### src/atr_consts.vh
// constants for the acquisition trigger routing and start block
`ifndef ATR_CONSTS_VH
`define ATR_CONSTS_VH

// register byte offsets
`define ATR_OFS_CTRL 8'h00
`define ATR_OFS_ROUTE 8'h04
`define ATR_OFS_EXTEN 8'h08
`define ATR_OFS_PRE 8'h0c
`define ATR_OFS_POST 8'h10
`define ATR_OFS_SDIV 8'h14
`define ATR_OFS_STAT 8'h18
`define ATR_OFS_LIVE 8'h1c

// control register fields
`define ATR_CTRL_PRE_BIT 0
`define ATR_CTRL_OE_BIT 1
`define ATR_CTRL_ARM_BIT 4
`define ATR_CTRL_SWTRIG_BIT 5
`define ATR_CTRL_STOP_BIT 6

// status register fields
`define ATR_STAT_DONE_BIT 3
`define ATR_STAT_CNT_LSB 16

// route register: four bits per timing signal, source code then polarity
`define ATR_ROUTE_STRIDE 4
`define ATR_ROUTE_POL_BIT 3

// reset values
`define ATR_RST_CTRL 2'h0
`define ATR_RST_ROUTE 28'h0000000
`define ATR_RST_EXTEN 7'h00
`define ATR_RST_PRE 16'h0000
`define ATR_RST_POST 16'h0000
`define ATR_RST_SDIV 16'h0000

// timing signal indexes
`define ATR_SIG_START 0
`define ATR_SIG_REF 1
`define ATR_SIG_SCAN 2
`define ATR_SIG_CONV 3
`define ATR_SIG_PAUSE 4
`define ATR_SIG_TBASE 5
`define ATR_SIG_HOLD 6
`define ATR_NSIG 7
`define ATR_NSRC 8

// detection kind per timing signal, 1 = edge, 0 = level
`define ATR_EDGE_MASK 7'h4f

// timing
`define ATR_CLK_NS 10
`define ATR_START_PULSE_MIN_NS 50
`define ATR_START_PULSE_MAX_NS 100

// sequence states
`define ATR_ST_IDLE 3'h0
`define ATR_ST_ARMED 3'h1
`define ATR_ST_PRE 3'h2
`define ATR_ST_WREF 3'h3
`define ATR_ST_POST 3'h4

`endif

### src/atr_sync.v
// two flip-flop synchroniser for one asynchronous trigger pin
`timescale 1ns/1ns
module atr_sync (
  input wire hclk,
  input wire hresetn,
  input wire din,
  output wire dout
);
  reg meta_r;
  reg sync_r;

  // first stage feeds only the second stage
  always @(posedge hclk or negedge hresetn) begin
    if (!hresetn) begin
      meta_r <= 1'b0;
      sync_r <= 1'b0;
    end else begin
      meta_r <= din;
      sync_r <= meta_r;
    end
  end

  assign dout = sync_r;
endmodule

### src/atr_trig_route.v
// acquisition timing input routing, detection, sequencing and start trigger output
//
// What this block does
// each of seven timing signals picks front input, bus lines 0-5 or star line
// every routed input has its own polarity and edge or level detection
// edge or level detection is fixed by which timing signal is driven
// external edge pulses must last at least 10 ns; no maximum width
// external start trigger is edge detected, rising or falling by software
// selected start edge begins both posttriggered and pretriggered sequences
// start output repeats the event that really began the sequence
// start output is an active high pulse of 50 to 100 ns
// start output driver is disabled after reset until software enables it
// in pretrigger mode a software command starts unless external source chosen
// pretrigger keeps scans before and after reference; posttrigger only after
// reference edges before pretrigger count ends are ignored; then fixed post count
// start trigger runs the scan counter; software or sample count stops it
// every routed pin is synchronised before its detector
`timescale 1ns/1ns
`include "atr_consts.vh"
module atr_trig_route #(
  parameter CW = 16
) (
  input wire hclk,
  input wire hresetn,
  input wire hsel,
  input wire [31:0] haddr,
  input wire [1:0] htrans,
  input wire hwrite,
  input wire [2:0] hsize,
  input wire hready,
  input wire [31:0] hwdata,
  output wire [31:0] hrdata,
  output wire hreadyout,
  output wire hresp,
  input wire front_trigger_input,
  input wire [5:0] trig_bus_in,
  input wire star_trig_in,
  output wire acq_start_trigger_o,
  output wire acq_start_trigger_oe,
  output wire scan_pulse_o,
  output wire post_phase_o,
  output wire acq_active_o
);
  // start pulse length: least time rounded up to whole cycles
  localparam integer PULSE_CYC = (`ATR_START_PULSE_MIN_NS + `ATR_CLK_NS - 1) / `ATR_CLK_NS;
  localparam [3:0] PULSE_LOAD = PULSE_CYC[3:0];
  localparam [6:0] EDGE_MASK = `ATR_EDGE_MASK;

  // software visible state
  reg pre_mode_r;
  reg out_en_r;
  reg [27:0] route_r;
  reg [6:0] ext_en_r;
  reg [CW-1:0] pre_cnt_r;
  reg [CW-1:0] post_cnt_r;
  reg [CW-1:0] scan_div_r;
  reg done_r;

  // bus slave state
  reg wr_pend_r;
  reg rd_pend_r;
  reg [7:0] addr_r;
  reg mapped_r;
  reg [31:0] hrdata_r;

  // sequencer state
  reg [2:0] state_r;
  reg [2:0] state_nxt;
  reg [CW-1:0] cnt_r;
  reg [CW-1:0] cnt_nxt;
  reg [CW-1:0] div_r;
  reg [3:0] pulse_r;
  reg [3:0] pulse_nxt;
  reg start_o_r;
  reg scan_o_r;
  reg post_o_r;
  reg [6:0] lvl_q_r;
  reg fin;

  wire [7:0] pin_raw;
  wire [7:0] pin_s;
  wire [6:0] lvl;
  wire [6:0] evt;
  wire addr_take;
  wire wr_hit;
  wire wr_ctrl;
  wire arm_cmd;
  wire sw_trig;
  wire sw_stop;
  wire done_clr;
  wire running;
  wire tick;
  wire int_scan;
  wire scan_raw;
  wire paused;
  wire scan_ok;
  wire start_evt;
  wire ref_evt;
  wire start_fire;
  reg [31:0] rd_mux;

  // source code 0 front input, 1..6 bus lines 0..5, 7 star line
  assign pin_raw = {star_trig_in, trig_bus_in, front_trigger_input};

  // pins cross into hclk before any routing mux sees them
  genvar g;
  generate
    for (g = 0; g < `ATR_NSRC; g = g + 1) begin : g_pin
      atr_sync u_sync (
        .hclk(hclk),
        .hresetn(hresetn),
        .din(pin_raw[g]),
        .dout(pin_s[g])
      );
    end
  endgenerate

  // per signal routing, polarity and fixed detection kind
  generate
    for (g = 0; g < `ATR_NSIG; g = g + 1) begin : g_sig
      wire [2:0] sel;
      wire pol;
      assign sel = route_r[`ATR_ROUTE_STRIDE*g+2:`ATR_ROUTE_STRIDE*g];
      assign pol = route_r[`ATR_ROUTE_STRIDE*g+`ATR_ROUTE_POL_BIT];
      // polarity set means falling edge or active low
      assign lvl[g] = pin_s[sel] ^ pol;
      // kind comes from the mask, never from software
      assign evt[g] = ext_en_r[g] & (EDGE_MASK[g] ? (lvl[g] & ~lvl_q_r[g]) : lvl[g]);
    end
  endgenerate

  // one cycle of history for edge detection; a 10 ns pulse is one clock,
  // so it always spans one sample edge of the synchroniser
  always @(posedge hclk or negedge hresetn) begin
    if (!hresetn) begin
      lvl_q_r <= 7'h00;
    end else begin
      lvl_q_r <= lvl;
    end
  end

  // ahb-lite address phase capture
  assign addr_take = hsel & htrans[1] & hready;
  assign wr_hit = wr_pend_r & mapped_r;
  assign wr_ctrl = wr_hit & (addr_r == `ATR_OFS_CTRL);
  assign arm_cmd = wr_ctrl & hwdata[`ATR_CTRL_ARM_BIT];
  assign sw_trig = wr_ctrl & hwdata[`ATR_CTRL_SWTRIG_BIT];
  assign sw_stop = wr_ctrl & hwdata[`ATR_CTRL_STOP_BIT];
  assign done_clr = wr_hit & (addr_r == `ATR_OFS_STAT) & hwdata[`ATR_STAT_DONE_BIT];

  always @(posedge hclk or negedge hresetn) begin
    if (!hresetn) begin
      wr_pend_r <= 1'b0;
      rd_pend_r <= 1'b0;
      addr_r <= 8'h00;
      mapped_r <= 1'b0;
    end else begin
      wr_pend_r <= addr_take & hwrite;
      rd_pend_r <= addr_take & ~hwrite;
      if (addr_take) begin
        addr_r <= {haddr[7:2], 2'b00};
        mapped_r <= (haddr[31:5] == 27'h0000000);
      end
    end
  end

  // register writes land in the data phase
  always @(posedge hclk or negedge hresetn) begin
    if (!hresetn) begin
      pre_mode_r <= 1'b0;
      out_en_r <= 1'b0;
      route_r <= `ATR_RST_ROUTE;
      ext_en_r <= `ATR_RST_EXTEN;
      pre_cnt_r <= `ATR_RST_PRE;
      post_cnt_r <= `ATR_RST_POST;
      scan_div_r <= `ATR_RST_SDIV;
    end else if (wr_hit) begin
      case (addr_r)
        `ATR_OFS_CTRL: begin
          pre_mode_r <= hwdata[`ATR_CTRL_PRE_BIT];
          out_en_r <= hwdata[`ATR_CTRL_OE_BIT];
        end
        `ATR_OFS_ROUTE: route_r <= hwdata[27:0];
        `ATR_OFS_EXTEN: ext_en_r <= hwdata[6:0];
        `ATR_OFS_PRE: pre_cnt_r <= hwdata[CW-1:0];
        `ATR_OFS_POST: post_cnt_r <= hwdata[CW-1:0];
        `ATR_OFS_SDIV: scan_div_r <= hwdata[CW-1:0];
        default: begin
        end
      endcase
    end
  end

  // read mux; unmapped or reserved space reads as zero
  always @* begin
    rd_mux = 32'h00000000;
    if (mapped_r) begin
      case (addr_r)
        `ATR_OFS_CTRL: rd_mux = {30'h00000000, out_en_r, pre_mode_r};
        `ATR_OFS_ROUTE: rd_mux = {4'h0, route_r};
        `ATR_OFS_EXTEN: rd_mux = {25'h0000000, ext_en_r};
        `ATR_OFS_PRE: rd_mux[CW-1:0] = pre_cnt_r;
        `ATR_OFS_POST: rd_mux[CW-1:0] = post_cnt_r;
        `ATR_OFS_SDIV: rd_mux[CW-1:0] = scan_div_r;
        `ATR_OFS_STAT: begin
          rd_mux[2:0] = state_r;
          rd_mux[`ATR_STAT_DONE_BIT] = done_r;
          rd_mux[`ATR_STAT_CNT_LSB+CW-1:`ATR_STAT_CNT_LSB] = cnt_r;
        end
        `ATR_OFS_LIVE: rd_mux = {25'h0000000, lvl};
        default: rd_mux = 32'h00000000;
      endcase
    end
  end

  // one wait state on reads so a write just before is always seen
  always @(posedge hclk or negedge hresetn) begin
    if (!hresetn) begin
      hrdata_r <= 32'h00000000;
    end else if (rd_pend_r) begin
      hrdata_r <= rd_mux;
    end
  end

  assign hrdata = hrdata_r;
  assign hreadyout = ~rd_pend_r;
  assign hresp = 1'b0;

  // scan interval counter runs only inside a sequence
  assign running = (state_r == `ATR_ST_PRE) | (state_r == `ATR_ST_WREF) | (state_r == `ATR_ST_POST);
  assign tick = ext_en_r[`ATR_SIG_TBASE] ? (lvl[`ATR_SIG_TBASE] & ~lvl_q_r[`ATR_SIG_TBASE]) : 1'b1;
  assign int_scan = running & tick & (div_r == {CW{1'b0}});

  always @(posedge hclk or negedge hresetn) begin
    if (!hresetn) begin
      div_r <= {CW{1'b0}};
    end else if (!running) begin
      div_r <= scan_div_r;
    end else if (tick) begin
      if (div_r == {CW{1'b0}}) begin
        div_r <= scan_div_r;
      end else begin
        div_r <= div_r - {{(CW-1){1'b0}}, 1'b1};
      end
    end
  end

  // scans come from the counter or a routed edge; pause level masks them
  assign scan_raw = ext_en_r[`ATR_SIG_SCAN] ? evt[`ATR_SIG_SCAN] : int_scan;
  assign paused = ext_en_r[`ATR_SIG_PAUSE] & lvl[`ATR_SIG_PAUSE];
  assign scan_ok = running & scan_raw & ~paused;

  // start source: routed edge if enabled, else the software command
  assign start_evt = ext_en_r[`ATR_SIG_START] ? evt[`ATR_SIG_START] : sw_trig;
  // without a routed reference the software command stands in for it
  assign ref_evt = ext_en_r[`ATR_SIG_REF] ? evt[`ATR_SIG_REF] : sw_trig;
  assign start_fire = (state_r == `ATR_ST_ARMED) & start_evt & ~sw_stop;

  // sequence next state; stop from software wins everywhere
  always @* begin
    state_nxt = state_r;
    cnt_nxt = cnt_r;
    fin = 1'b0;
    if (sw_stop) begin
      state_nxt = `ATR_ST_IDLE;
    end else begin
      case (state_r)
        `ATR_ST_IDLE: begin
          if (arm_cmd) begin
            state_nxt = `ATR_ST_ARMED;
          end
        end
        `ATR_ST_ARMED: begin
          if (start_evt) begin
            if (pre_mode_r) begin
              cnt_nxt = pre_cnt_r;
              state_nxt = (pre_cnt_r == {CW{1'b0}}) ? `ATR_ST_WREF : `ATR_ST_PRE;
            end else begin
              cnt_nxt = post_cnt_r;
              state_nxt = `ATR_ST_POST;
            end
          end
        end
        `ATR_ST_PRE: begin
          // reference edges are not looked at here
          if (scan_ok) begin
            cnt_nxt = cnt_r - {{(CW-1){1'b0}}, 1'b1};
            if (cnt_r == {{(CW-1){1'b0}}, 1'b1}) begin
              state_nxt = `ATR_ST_WREF;
            end
          end
        end
        `ATR_ST_WREF: begin
          if (ref_evt) begin
            cnt_nxt = post_cnt_r;
            state_nxt = `ATR_ST_POST;
          end
        end
        `ATR_ST_POST: begin
          if (cnt_r == {CW{1'b0}}) begin
            fin = 1'b1;
            state_nxt = `ATR_ST_IDLE;
          end else if (scan_ok) begin
            cnt_nxt = cnt_r - {{(CW-1){1'b0}}, 1'b1};
            if (cnt_r == {{(CW-1){1'b0}}, 1'b1}) begin
              fin = 1'b1;
              state_nxt = `ATR_ST_IDLE;
            end
          end
        end
        default: state_nxt = `ATR_ST_IDLE;
      endcase
    end
  end

  always @(posedge hclk or negedge hresetn) begin
    if (!hresetn) begin
      state_r <= `ATR_ST_IDLE;
      cnt_r <= {CW{1'b0}};
      done_r <= 1'b0;
    end else begin
      state_r <= state_nxt;
      cnt_r <= cnt_nxt;
      // completion set wins over a same cycle clear
      if (fin) begin
        done_r <= 1'b1;
      end else if (done_clr) begin
        done_r <= 1'b0;
      end
    end
  end

  // start pulse length counter, loaded by whatever began the sequence
  always @* begin
    pulse_nxt = pulse_r;
    if (start_fire) begin
      pulse_nxt = PULSE_LOAD;
    end else if (pulse_r != 4'h0) begin
      pulse_nxt = pulse_r - 4'h1;
    end
  end

  always @(posedge hclk or negedge hresetn) begin
    if (!hresetn) begin
      pulse_r <= 4'h0;
      start_o_r <= 1'b0;
    end else begin
      pulse_r <= pulse_nxt;
      start_o_r <= (pulse_nxt != 4'h0);
    end
  end

  // scan strobe and phase flag; pretrigger scans are kept as well
  always @(posedge hclk or negedge hresetn) begin
    if (!hresetn) begin
      scan_o_r <= 1'b0;
      post_o_r <= 1'b0;
    end else begin
      scan_o_r <= scan_ok;
      post_o_r <= (state_r == `ATR_ST_POST);
    end
  end

  assign acq_start_trigger_o = start_o_r;
  assign acq_start_trigger_oe = out_en_r;
  assign scan_pulse_o = scan_o_r;
  assign post_phase_o = post_o_r;
  assign acq_active_o = running; // no gap when entering post, no tail after it
endmodule

### config.mk
export PLATFORM = sky130hd
export DESIGN_NAME = atr_trig_route
export DESIGN_NICKNAME = d
export VERILOG_FILES = /design/src/atr_sync.v /design/src/atr_trig_route.v
export VERILOG_INCLUDE_DIRS = /design/src /design/src/src
export SDC_FILE = /design/constraint.sdc
export NUM_CORES = 1
export LEC_CHECK = 0
export BUFFER_PORTS_ARGS = -buffer_cell sky130_fd_sc_hd__buf_2
export CORE_MARGIN = 1
export CORE_UTILIZATION = 55
export CTS_BUF_LIST = sky130_fd_sc_hd__clkbuf_4
export CTS_CLUSTER_DIAMETER = 60
export DETAILED_ROUTE_END_ITERATION = 6
export MAX_ROUTING_LAYER = met4
export PLACE_DENSITY = 0.78
export SYNTH_ARGS = -nofsm -noshare
export SYNTH_HDL_FRONTEND = slang
export SYNTH_SLANG_ARGS = --single-unit
### constraint.sdc
create_clock -name hclk -period 3.08 [get_ports hclk]
set_input_delay 0.616 -clock hclk [delete_from_list [all_inputs] [get_ports hclk]]
set_output_delay 0.616 -clock hclk [all_outputs]
set_load 0.03 [all_outputs]
### After elaboration in Yosys (flattened, before gate mapping)

Index checks and enable logic that the tools add are counted.

* bits in registers: 191
* input port bits: 82
* output and inout port bits: 39
* word-level logic and storage cells: 182

* add/subtract/negate cells: 3
* magnitude comparators: 7
* equal/unequal tests: 23
* muxes and demuxes: 52
* bitwise operators: 42
* reduce and logical (&&, ||, !) cells: 18

Operators with widths (count)
* 2-to-1 mux 16 bit: 8
* one-hot mux 12 bit (6 select lines): 1
* one-hot mux 16 bit (4 select lines): 1
* logical NOT 16 bit: 3
* 2-to-1 mux 32 bit: 1
* one-hot mux 16 bit (2 select lines): 1
* one-hot mux 4 bit (8 select lines): 1
* subtractor 16 x 1 -> 16 bit (second input constant): 2
* 2-to-1 mux 3 bit: 10
* less-than comparator 3 x 4 -> 1 bit (second input constant): 7
* logical NOT 27 bit: 1
* bitwise AND 1 bit: 25
* == test 6 x 3 -> 1 bit (second input constant): 4
* binary-select mux 1 bit (select 3 bit): 7
* 2-to-1 mux 1 bit: 19
* == test 16 x 1 -> 1 bit (second input constant): 1
* one-hot mux 3 bit (5 select lines): 1
* == test 6 x 2 -> 1 bit (second input constant): 2
* inequality test 3 bit (second input constant): 4
* AND reduction 2 bit: 6
* nonzero test 4 bit: 3
* logical NOT 8 bit: 1
* 2-to-1 mux 4 bit: 2
* NOT 1 bit: 8
* other kinds (16): 26

### Logic depth before layout (Yosys ltp)

Gate-level depths: netlist of the first run.

* word-level depth: 15
* mapped depth: 11
* depth with buffers taken out: 9

### By module

Synthesis of the first run repeated with hierarchy kept, for this count alone.

* cells, all modules: 805
* area, all modules: 9201.3 µm²

Modules (own cells, without submodules)
* atr_trig_route: times used 1, cells an instance 789, area an instance 8800.9 µm², sequential area each 4329.2 µm²
* atr_sync: times used 8, cells an instance 2, area an instance 50.0 µm², sequential area each 50.0 µm²

### Worst setup path after synthesis of the first run

Ideal clock, no wire load.

* path kind: reg2reg
* start: register route_r[20]
* end: register cnt_r[2]
* library setup time: 125 ps
* arrival: 2271 ps
* data required time: 2955 ps
* path slack: 684 ps
* cell stages (with the launch flop): 10
* path buffers: 2
* clock period less this slack: 2396 ps
* cells stage by stage: dfrtp_1 -> buf_4 -> mux2i_1 -> mux4_2 -> xor2_1 -> nor4_4 -> o21ai_2 -> a21o_1 -> buf_6 -> mux2_4

* longest elaborated chain between the ends: 13

RTL lines
* start, declared: line atr_trig_route.v:52 `reg [27:0] route_r;`
* start signal, assigned: line atr_trig_route.v:172 `` route_r <= `ATR_RST_ROUTE; ``
* start signal, assigned: line atr_trig_route.v:183 `` `ATR_OFS_ROUTE: route_r <= hwdata[27:0]; ``
* binary-select mux 1 bit (select 3 bit) *: line atr_trig_route.v:126 `assign lvl[g] = pin_s[sel] ^ pol;`
* 2-to-1 mux 1 bit (implied by the code) *: line atr_trig_route.v:126
* XOR 1 bit *: line atr_trig_route.v:126
* bitwise AND 1 bit *: line atr_trig_route.v:231 `` assign tick = ext_en_r[`ATR_SIG_TBASE] ? (lvl[`ATR_SIG_TBASE] & ~lvl_q_r[`ATR_SIG_TBASE]) : 1'b1; ``
* 2-to-1 mux 1 bit *: line atr_trig_route.v:231
* bitwise AND 1 bit * (2 in a row): line atr_trig_route.v:232 `assign int_scan = running & tick & (div_r == {CW{1'b0}});`
* 2-to-1 mux 1 bit *: line atr_trig_route.v:249 `` assign scan_raw = ext_en_r[`ATR_SIG_SCAN] ? evt[`ATR_SIG_SCAN] : int_scan; ``
* bitwise AND 1 bit * (2 in a row): line atr_trig_route.v:251 `assign scan_ok = running & scan_raw & ~paused;`
* 2-to-1 mux 16 bit *
* 2-to-1 mux 16 bit
* one-hot mux 16 bit (4 select lines) *
* end signal, assigned: line atr_trig_route.v:319 `cnt_r <= {CW{1'b0}};`
* end signal, assigned: line atr_trig_route.v:323 `cnt_r <= cnt_nxt;`
* end, declared: line atr_trig_route.v:69 `reg [CW-1:0] cnt_r;`

Mark *: on every way between the ends. The rest lies on a longest branch, timed or not. The select of a mux whose other input is x is not followed.
A chain may end at the register's enable or synchronous reset.

### Final worst setup path of the first run

* start: register cnt_r[9]
* end: register cnt_r[0]

* longest elaborated chain between the ends: 3

RTL lines
* logical NOT 16 bit: line atr_trig_route.v:300 `if (cnt_r == {CW{1'b0}}) begin`
* inequality test 2 bit (no line)
* AND reduction 5 bit (no line)

Every way passes these cells.

==> summary.md, run 1 <==
| Metric | Value |
|---|---|
| Arr. time, crit path | between 3 and 4 ns |
| Min Tclk post-route | around 2.8 ns |
| Net Count, Synth | 894 |
| Inst Count DP | 1129 |
| Hold slack | between 0.1 and 0.15 ns |
| Worst min path class | input pin to register |
| Initial antenna violation count | 1 |
| Post-DP HPWL | 17.8 mm |
| F_max | between 0.3 and 0.4 GHz |
| Setup violators final | 0 |
| Pint | roughly 3700 uW |
| Cell variety after synth | between 60 and 70 |
| Fin crit share | 0.907 |
| Max stage delay cell, worst path | or4_1 |
| Largest net degree at the start of global routing | 68 |
| Area grow syn2layout | 12.9% |
| Post-route DRC | 0 |
| Combinational Power Share | 0.333 |
| Commonest non-fill, non-tap cell in the layout | dfrtp_1 |
| Critical path buffers and inverters | 1 |
| Leak | 0.00476 uW |
| Final hold violation count | 0 |
| Normalized max-slew margin | 0.388 |
| CP startpoint kind | register |
| Ys flop type | dfrtp_1 |
| Height of the die | around 130 um |
| Gr ovfl total | 0 |
| Clock Latency Late Sink | 0.61 ns |
| Layout cells sized above 1 | 0.316 |
| Root buffer cell | clkbuf_4 |
| Switching share of power | 0.376 |
| TritonRoute pass-1 iters | 6 |
| #FFs+latches synth | around 190 |
| Mux cell area share after synthesis | 0.156 |
| Mapped Cells | between 800 and 900 |
| Avg WL per Cell | around 21 um |
| Post_cts resized | 0 |
| Sequential-to-total area share from yosys stat | 0.512 |
| Critical path, cell by cell | or4_1 -> nor4_2 -> nand3_1 -> a21o_1 -> o211ai_2 -> a21o_1 -> buf_4 -> mux2i_1 |
| Die area | about 0.017 mm^2 |
| Starting DRT DRC Count | between 700 and 800 |
| RSZ-0062 raised after global routing | false |
| Crit-path max FO | 14 |
| Cts bufs inserted | 17 |
| Max Buffers Root-to-Sink | 2 |
| Layout net count | around 1000 |
| Worst setup path class | register to register |
| CTS tree | yes |
| Worst EP required | ~3.6 ns |
| Fin. max-slew vios | 0 |
| I/O pin count | roughly 120 |
| Setup TNS | 0 ns |
| Synthesis Warnings | 0 |
| Post-route ant nets | 0 |
| Largest family of logic cells by synthesized area | compound AO/OA/AOI/OAI gates |
| Max-capacitance violation count | 0 |
| Final setup margin | 0.286 ns |
| Fin cells | roughly 1200 |
| CP peak stage delay | approximately 0.64 ns |
| Status | completed |
| Synth Area in Simple Gates | 0.124 |
| Via count | ~7400 |
| Placeable Area | roughly 0.016 mm^2 |
| Clock sinks | between 150 and 200 |
| Avg Cell Area, Syn | 11.4 um^2 |
| Starting Density | 0.561 |
| Crit path max-delay family | simple AND/OR/NAND/NOR gates |
| DR vias/cell | approximately 6.3 |
| # rows | 47 |
| Worst Tran Pin Value | between 0.9 and 1 ns |
| Final non-filler cell area | 0.0104 mm^2 |
| Cell area after synthesis | between 0.009 and 0.01 mm^2 |
| Total Routed Length | 24.2 mm |
| Worst setup EP type | register |
| Clock group share of total power | 0.215 |
| Global-route wire length before repair | approximately 39 mm |
| Cts hold-fix bufs | 1 |
| Peak supply drop | roughly 0.66 mV |
| Seq pwr share | 0.453 |
| Most frequent cells in the layout | dfrtp_1, buf_2, mux2_2 |
| Number of I/O port buffers | ~110 |
| EDFF count, synth | 0 |
| Post-synthesis adder-cell area fraction | 0.00677 |
| Die W | approximately 130 um |
| Postcts setup bufs | 0 |
| Pwr dens | 568 mW/mm^2 |
| All-Layer GR Usage | 0.299 |
| Net switching power | 2230 uW |
| Compound-Gate Fraction of Synth Area | 0.165 |
| Post-synth ARST share | 1.00 |
| Htree depth | 4 |
| Final Wtd Congestion | between 0.9 and 1 |
| Vias in the first global route | around 7000 |
| Placed Instance Area | just over 0.01 mm^2 |
| Post-place setup slack | roughly 0.48 ns |
| Post-Synth XOR/XNOR Area | 0.00853 |
| Post-Route Skew | 0.0272 ns |
| FILL cells | roughly 1300 |
| Most frequent CP cell | a21o_1 |
| Clock transition at the registers of the reported paths | 0.16 ns |
[worst paths after layout]
| check | from | to | slack (ns) | cells past startpoint |
|---|---|---|---|---|
| max reg2reg | cnt_r[9] | cnt_r[0] | 0.29 | 8 |
| min in group asynchronous | hresetn | hrdata[6] | 0.55 | 2 |
| min | trig_bus_in[0] | g_pin[1].u_sync.meta_r | 0.10 | 1 |
| max in group asynchronous | hresetn | hrdata[25] | 1.73 | 3 |
| min reg2reg | g_pin[0].u_sync.meta_r | g_pin[0].u_sync.dout | 0.37 | 0 |
| max | cnt_r[9] | cnt_r[0] | 0.29 | 8 |
[state kept, by name, indices dropped and copies added, names as in the netlist, 3 cells and up]
name	count
addr_r	6
cnt_r	16
div_r	16
ext_en_r	7
g_pin.u_sync.dout	8
g_pin.u_sync.meta_r	8
hrdata	32
lvl_q_r	4
post_cnt_r	16
pre_cnt_r	16
pulse_r	4
route_r	28
scan_div_r	16
state_r	3
[final cells by class]
| class | instances | area, um^2 | share of cell area |
|---|---|---|---|
| Clock inverter | 15 | 128 | 0.0122 |
| Tap cell | 220 | 275 | 0.0264 |
| Multi-Input combinational cell | 558 | 4260 | 0.409 |
| Clock buffer | 17 | 128 | 0.0122 |
| Antenna cell | 1 | 2.50 | 0.000240 |
| Inverter | 19 | 71.3 | 0.00684 |
| Sequential cell | 189 | 4730 | 0.453 |
| Timing Repair Buffer | 144 | 832 | 0.0798 |
[power by group through the flow]
stage               Clock [uW]  Combinational [uW]  Sequential (uW)
floorplan                    0                1470             2700
global placement             0                1890             2720
detailed placement           0                1960             2720
CTS                       1300                1960             2680
global route              1390                2230             2690
finish                    1270                1970             2680
[routing by layer]
metal	GRT usage	routed length, um	vias to the layer above
met5	-	0	-
met2	0.451	11500	283
met4	0.0795	405	0
met3	0.0563	1580	25
li1	-	-	3325
met1	0.418	10700	3739
[Yosys cell counts (all sizes together), types with 6 or more instances]
cell       n  area share
a222oi    11       0.012
mux2      93        0.11
nor4      25       0.021
buf       10      0.0072
o2bb2ai   33       0.031
o22ai     10      0.0088
xnor2      6      0.0057
nand3     17      0.0092
inv       19      0.0077
o21ai     43       0.024
a22o      10      0.0095
a22oi     26       0.021
mux4      11       0.027
clkbuf    31       0.013
nor2      50       0.020
mux2i     14       0.015
a21oi     27       0.015
dfrtp    189        0.51
a221oi    17       0.016
nand2b    15       0.010
or3        8      0.0060
nor3      28       0.016
nand2     44       0.018
nor2b      9      0.0061
[metrics by stage]
stage                      util  power [uW]
after CTS                 0.633        5940
after detailed placement  0.617        4690
final                     0.633        5920
after floorplan               -        4170
after global placement    0.617        4610
after global routing      0.633        6310
[cell families (layout without fill, tap and decap cells)]
group	count (synthesis)	count (layout)
AND/OR/NAND/NOR	217	217
AO/OA/AOI/OAI	208	208
flip-flops	189	189
multiplexers	118	118
buffers and inverters	60	195
XOR/XNOR	9	9
adder cells (fa/ha/maj)	5	5
other	1	2
No activity file was read; power rests on OpenSTA's default activity.
==> run 2: changes to the inputs <==
--- a/config.mk
+++ b/config.mk
@@ -8,12 +8,13 @@
 export LEC_CHECK = 0
 export BUFFER_PORTS_ARGS = -buffer_cell sky130_fd_sc_hd__buf_2
 export CORE_MARGIN = 1
-export CORE_UTILIZATION = 55
+export CORE_UTILIZATION = 30
 export CTS_BUF_LIST = sky130_fd_sc_hd__clkbuf_4
 export CTS_CLUSTER_DIAMETER = 60
 export DETAILED_ROUTE_END_ITERATION = 6
 export MAX_ROUTING_LAYER = met4
-export PLACE_DENSITY = 0.78
+export PLACE_DENSITY = 0.48
+export SLEW_MARGIN = 15
 export SYNTH_ARGS = -nofsm -noshare
 export SYNTH_HDL_FRONTEND = slang
 export SYNTH_SLANG_ARGS = --single-unit
==> constraint.sdc (replaced) <==
create_clock -name hclk -period 3 [get_ports hclk]
set_input_delay 0.6 -clock hclk [delete_from_list [all_inputs] [get_ports hclk]]
set_output_delay 0.6 -clock hclk [all_outputs]
set_load 0.03 [all_outputs]
==> run 2 against run 1 <==
  * First-iteration DRC count down 17%
  * Wire length up 15%
  * Core utilization is 28 points lower
  * Clock skew grew 0.0028 ns
  * Register-to-register slack barely moved
  * Final cell count is 15% higher
  * Combinational power rose by 6%
  * Global-route usage is 11 points lower
  * Critical endpoint is now acq_active_o
  * Largest cell class unchanged
==> summary.md, run 2 (synthesis gave the netlist of run 1 again) <==
| Metric | Value |
|---|---|
| Status | completed |
| Worst setup EP type | output port |
| Post-place setup slack | around 0.3 ns |
| Die area | roughly 0.031 mm^2 |
| Leak | 0.00478 uW |
| Setup violators final | 0 |
| Max reg flops | 32 |
| Fin cells | ~1300 |
| Worst setup path class | register to output port |
| Arr. time, crit path | between 2 and 2.5 ns |
| Area grow syn2layout | 15.8% |
| Peak supply drop | 0.590 mV |
| Max Buffers Root-to-Sink | 2 |
| Total Routed Length | about 28 mm |
| Placeable Area | roughly 0.03 mm^2 |
| CP peak stage delay | 0.57 ns |
| Clock transition at the registers of the reported paths | approximately 0.17 ns |
| Die W | 177 um |
| Worst min path class | input pin to register |
| Min Tclk post-route | roughly 2.8 ns |
| Fin. max-slew vios | 0 |
| Starting Density | 0.308 |
| Avg WL per Cell | slightly above 20 um |
| Final hold violation count | 0 |
| Max-capacitance violation count | 0 |
| I/O pin count | between 100 and 150 |
| Starting DRT DRC Count | between 600 and 700 |
| Postcts setup bufs | 0 |
| Post-DP HPWL | between 20 and 25 mm |
| Cts bufs inserted | 17 |
| Critical path, cell by cell | nor2_1 -> nand2_1 -> inv_1 -> nor2_1 -> inv_1 -> buf_2 |
| Number of I/O port buffers | around 110 |
| DR vias/cell | roughly 5.4 |
| F_max | ~0.36 GHz |
| Gr ovfl total | 0 |
| FILL cells | just over 3000 |
| RSZ-0062 raised after global routing | false |
| Final Total Pwr | about 6200 uW |
| CP startpoint kind | register |
| CTS tree | yes |
| # rows | 63 |
| Post-route ant nets | 0 |
| Initial antenna violation count | 3 |
| Layout cells sized above 1 | 0.320 |
| Largest net degree at the start of global routing | 66 |
| Worst Tran Pin Value | ~0.78 ns |
| Post-Route Skew | 0.0300 ns |
| Pwr dens | between 500 and 600 mW/mm^2 |
| Normalized max-slew margin | 0.477 |
| Max stage delay cell, worst path | dfrtp_1 |
| Root buffer cell | clkbuf_4 |
| Worst EP required | 2.40 ns |
| Post-route DRC | 0 |
| Layout net count | ~1000 |
| Vias in the first global route | around 7200 |
| TritonRoute pass-1 iters | 5 |
| Commonest non-fill, non-tap cell in the layout | dfrtp_1 |
| Final setup margin | roughly 0.23 ns |
| Htree depth | 4 |
| Height of the die | between 150 and 200 um |
| All-Layer GR Usage | 0.189 |
| Global-route wire length before repair | 43.4 mm |
| Most frequent cells in the layout | dfrtp_1, buf_2, mux2_2 |
| Clock Latency Late Sink | 0.60 ns |
| Clock sinks | 189 |
| Inst Count DP | approximately 1300 |
| Setup TNS | 0 ns |
| Fin crit share | 0.922 |
| Final Wtd Congestion | approximately 0.9 |
| Crit-path max FO | 9 |
| Via count | between 7000 and 8000 |
[run 2: changes by cell type in the layout (fill, tap and decap cells not counted), moves of 2 or more]
cell	change
diode_2	+2
clkinvlp_4	+2
buf_12	+2
clkinv_4	-3
[run 2: critical path: cells and delay by family, from the launching register on]
kind / cells / cell delay [ns]
DFF: 1 / 0.57
and+or+nand+nor: 3 / 0.52
buffers and inverters: 3 / 0.49
[run 2: power by group]
part	switching (uW)	internal [uW]	leakage [uW]	total [uW]
registers	72.8	2680	0.00250	2750
logic	1290	800	0.00215	2090
clock network	1000	370	0.000137	1370
total	2370	3850	0.00478	6210
[run 2: layout make-up]
| cell class | instances | area [um^2] | share of cell area |
|---|---|---|---|
| clock buffer | 18 | 135 | 0.0126 |
| inverter | 19 | 71.3 | 0.00667 |
| sequential | 189 | 4730 | 0.442 |
| clock inverter | 14 | 123 | 0.0115 |
| tap | 390 | 488 | 0.0456 |
| antenna | 3 | 7.51 | 0.000702 |
| multi-input combinational | 558 | 4270 | 0.399 |
| timing repair buffer | 147 | 880 | 0.0822 |
[run 2: repair_timing]
action | CTS | global route
resized for setup | 0 | 0
hold buffers | 1 | 0
hold endpoints to repair | 37 | 0
[run 2: worst paths after layout]
path | start | endpoint | slack, ns | cells past startpoint
min | trig_bus_in[5] | g_pin[6].u_sync.meta_r | 0.10 | 1
max | state_r[1] | acq_active_o | 0.23 | 6
min reg2reg | g_pin[5].u_sync.meta_r | g_pin[5].u_sync.dout | 0.36 | 0
min in group asynchronous | hresetn | g_pin[5].u_sync.dout | 0.56 | 2
max in group asynchronous | hresetn | post_cnt_r[7] | 1.72 | 3
max reg2reg | route_r[8] | cnt_r[0] | 0.30 | 8
[run 2: per-layer routing]
metal	up-vias	GRT usage	part of all wire
met5	-	-	0
met3	25	0.0349	0.048
met4	0	0.0463	0.017
met1	3686	0.261	0.48
met2	190	0.284	0.46
li1	3323	-	-
[run 2: through the flow]
step / hold slack [ns] / instance area (um^2) / utilization
finish: 0.104 / 10700 / 0.357
global route: 0.0404 / 10700 / 0.357
CTS: 0.0580 / 10700 / 0.357
detailed placement: 0.336 / 10400 / 0.348
global placement: 0.336 / 10400 / 0.348
floorplan: 0.304 / 9240 / -
==> run 3: changes to the inputs <==
--- a/config.mk
+++ b/config.mk
@@ -13,7 +13,7 @@
 export CTS_CLUSTER_DIAMETER = 60
 export DETAILED_ROUTE_END_ITERATION = 6
 export MAX_ROUTING_LAYER = met4
-export PLACE_DENSITY = 0.48
+export PLACE_DENSITY = 0.5
 export SLEW_MARGIN = 15
 export SYNTH_ARGS = -nofsm -noshare
 export SYNTH_HDL_FRONTEND = slang
==> constraint.sdc (replaced) <==
create_clock -name hclk -period 2.4 [get_ports hclk]
set_input_delay 0.48 -clock hclk [delete_from_list [all_inputs] [get_ports hclk]]
set_output_delay 0.48 -clock hclk [all_outputs]
set_load 0.03 [all_outputs]
==> run 3 against run 2 <==
  * Critical path depth is 2 higher
  * The run now ends with negative setup slack left
  * Hold slack improved by 0.010 ns
  * Highest routed layer unchanged
  * Critical path type is now register to register
  * Largest cell class unchanged
  * Register-to-register slack worse by 0.41 ns
  * Via count up 3.7%
  * Largest power group unchanged
  * Combinational power grew 57%
  * Flip-flop and latch count unchanged
==> summary.md, run 3 (synthesis gave the netlist of run 1 again) <==
| Metric | Value |
|---|---|
| Post-route DRC | 0 |
| Peak supply drop | slightly above 0.8 mV |
| Area grow syn2layout | 25.8% |
| Most frequent cells in the layout | dfrtp_1, buf_2, mux2_2 |
| CTS tree | yes |
| Worst setup path class | register to register |
| Vias in the first global route | approximately 7500 |
| Post-Route Skew | between 0.02 and 0.025 ns |
| CP startpoint kind | register |
| F_max | roughly 0.40 GHz |
| Final non-filler cell area | 0.0116 mm^2 |
| Fin crit share | 1.05 |
| All-Layer GR Usage | 0.194 |
| Inst Count DP | ~1400 |
| Failing checks | negative setup slack |
| Commonest non-fill, non-tap cell in the layout | dfrtp_1 |
| Htree depth | 4 |
| Starting Density | 0.308 |
| Clock group share of total power | 0.201 |
| Worst Tran Pin Value | a little under 0.6 ns |
| Clock Latency Late Sink | roughly 0.59 ns |
| Max-capacitance violation count | 0 |
| Origin of the critical flop-to-flop path | g_pin[6].u_sync.dout |
| Worst setup path start | g_pin[6].u_sync.dout |
| Max stage delay cell, worst path | dfrtp_2 |
| Number of I/O port buffers | 109 |
| Largest net degree at the start of global routing | 65 |
| Setup violators final | 17 |
| Leak | roughly 0.0052 uW |
| Combinational Power Share | 0.391 |
| Gr ovfl total | 0 |
| Placeable Area | around 0.03 mm^2 |
| Avg WL per Cell | around 21 um |
| Layout cells sized above 1 | 0.394 |
| Cts bufs inserted | 17 |
| Final Wtd Congestion | roughly 0.9 |
| Crit path to | cnt_r[2] |
| Min Tclk post-route | about 2.5 ns |
| Pwr dens | 722 mW/mm^2 |
| Pint | ~5200 uW |
| Starting DRT DRC Count | 648 |
| CP peak stage delay | between 0.5 and 0.6 ns |
| Post-DP HPWL | about 21 mm |
| Seq pwr share | 0.409 |
| Crit-path max FO | 7 |
| Max Buffers Root-to-Sink | 2 |
| Final setup margin | -0.110 ns |
| Total Routed Length | approximately 29 mm |
| I/O pin count | around 120 |
| # rows | 63 |
| R2R depth | 8 |
| Fin cells | ~1400 |
| Die area | around 0.031 mm^2 |
| Placed Instance Area | about 0.011 mm^2 |
| Worst EP required | between 2 and 3 ns |
| Arr. time, crit path | between 2 and 3 ns |
| Root buffer cell | clkbuf_4 |
| Switching share of power | 0.381 |
| Fin. max-slew vios | 0 |
| FILL cells | roughly 3000 |
| Status | finished with violations |
| Initial antenna violation count | 2 |
| Net switching power | 3200 uW |
| Final hold violation count | 0 |
| Clock transition at the registers of the reported paths | between 0.15 and 0.2 ns |
| Post-route ant nets | 0 |
| TritonRoute pass-1 iters | 6 |
| DR vias/cell | 5.33 |
| Normalized max-slew margin | 0.613 |
| FF-to-FF setup slack | -0.11 ns |
| Global-route wire length before repair | between 40 and 50 mm |
| RSZ-0062 raised after global routing | true |
| Worst setup EP type | register |
| Worst min path class | input pin to register |
| RR Endpoint | cnt_r[2] |
| Clock sinks | about 190 |
| Layout net count | 1087 |
| Max reg flops | 32 |
| Critical path, cell by cell | mux4_2 -> mux2i_1 -> buf_4 -> xor2_4 -> o32ai_4 -> o21ai_4 -> a21o_4 -> mux2_4 |
| Height of the die | about 180 um |
| Die W | ~180 um |
| Via count | about 7500 |
-- run 3: changes by cell type in the layout (fill, tap and decap cells not counted), sizes merged --
cell,change
inv,-4
clkbuf,+3
clkinv,+5
diode,-1
buf,+55
dlygate4sd3,+9
-- run 3: power by group through the flow --
stage          Combinational, uW  Sequential [uW]  Clock (uW)
6_report                    3280             3430        1680
4_1_cts                     3060             3430        1750
3_5_place_dp                2810             3480           0
3_3_place_gp                2750             3480           0
2_1_floorplan               1880             3470           0
5_1_grt                     3680             3440        1880
-- run 3: metrics by stage --
stage	utilization	setup WS [ns]	power, uW	hold slack (ns)	TNS, ns
3_3_place_gp	0.362	-0.168	6230	0.335	-3.30
4_1_cts	0.379	-0.0907	8230	0.0109	-1.01
2_1_floorplan	-	0.00399	5350	0.184	0
5_1_grt	0.388	-0.237	9010	0.0481	-3.48
3_5_place_dp	0.362	-0.208	6290	0.335	-4.58
6_report	0.388	-0.110	8390	0.115	-0.947
-- run 3: cell type report --
type,count,area (um^2),share of cell area
sequential,189,4740,0.408
multi-input combinational,558,4510,0.388
timing repair buffer,215,1540,0.132
tap,390,488,0.0420
clock inverter,15,134,0.0115
clock buffer,17,128,0.0110
inverter,19,71.3,0.00614
antenna,2,5.00,0.000431
-- run 3: how the worst min path moves through the flow --
stage / from / to / slack, ns / cells after the start
2_1_floorplan: hresetn / acq_start_trigger_o / 0.18 / 0
3_3_place_gp: g_pin[4].u_sync.meta_r / g_pin[4].u_sync.dout / 0.34 / 0
3_5_place_dp: g_pin[1].u_sync.meta_r / g_pin[1].u_sync.dout / 0.33 / 0
4_1_cts: hwrite / rd_pend_r / 0.01 / 2
5_1_grt: hwdata[17] / route_r[17] / 0.05 / 2
6_report: hwdata[17] / route_r[17] / 0.11 / 2
-- run 3: worst max-delay path: cells and delay by family (launching register included) --
| family | cells | cell delay (ns) |
|---|---|---|
| buffers and inverters | 1 | 0.17 |
| AO/OA/AOI/OAI | 3 | 0.61 |
| XOR/XNOR | 1 | 0.19 |
| flip-flops | 1 | 0.51 |
| multiplexers | 3 | 0.93 |
-- run 3: repair_timing --
action,CTS,global route
endpoints found under the setup margin,36,36
gates cloned,0,3
buffers inserted,4,5
pin swaps,4,8
endpoints found under the hold margin,68,1
hold buffers,9,1
gates resized for setup,32,40
-- run 3: routing by layer --
metal	track usage	share of wire	vias to the layer above
met5	-	0	-
met4	0.0431	0.015	0
met3	0.0345	0.047	21
met2	0.298	0.47	190
met1	0.267	0.47	3812
li1	-	-	3470
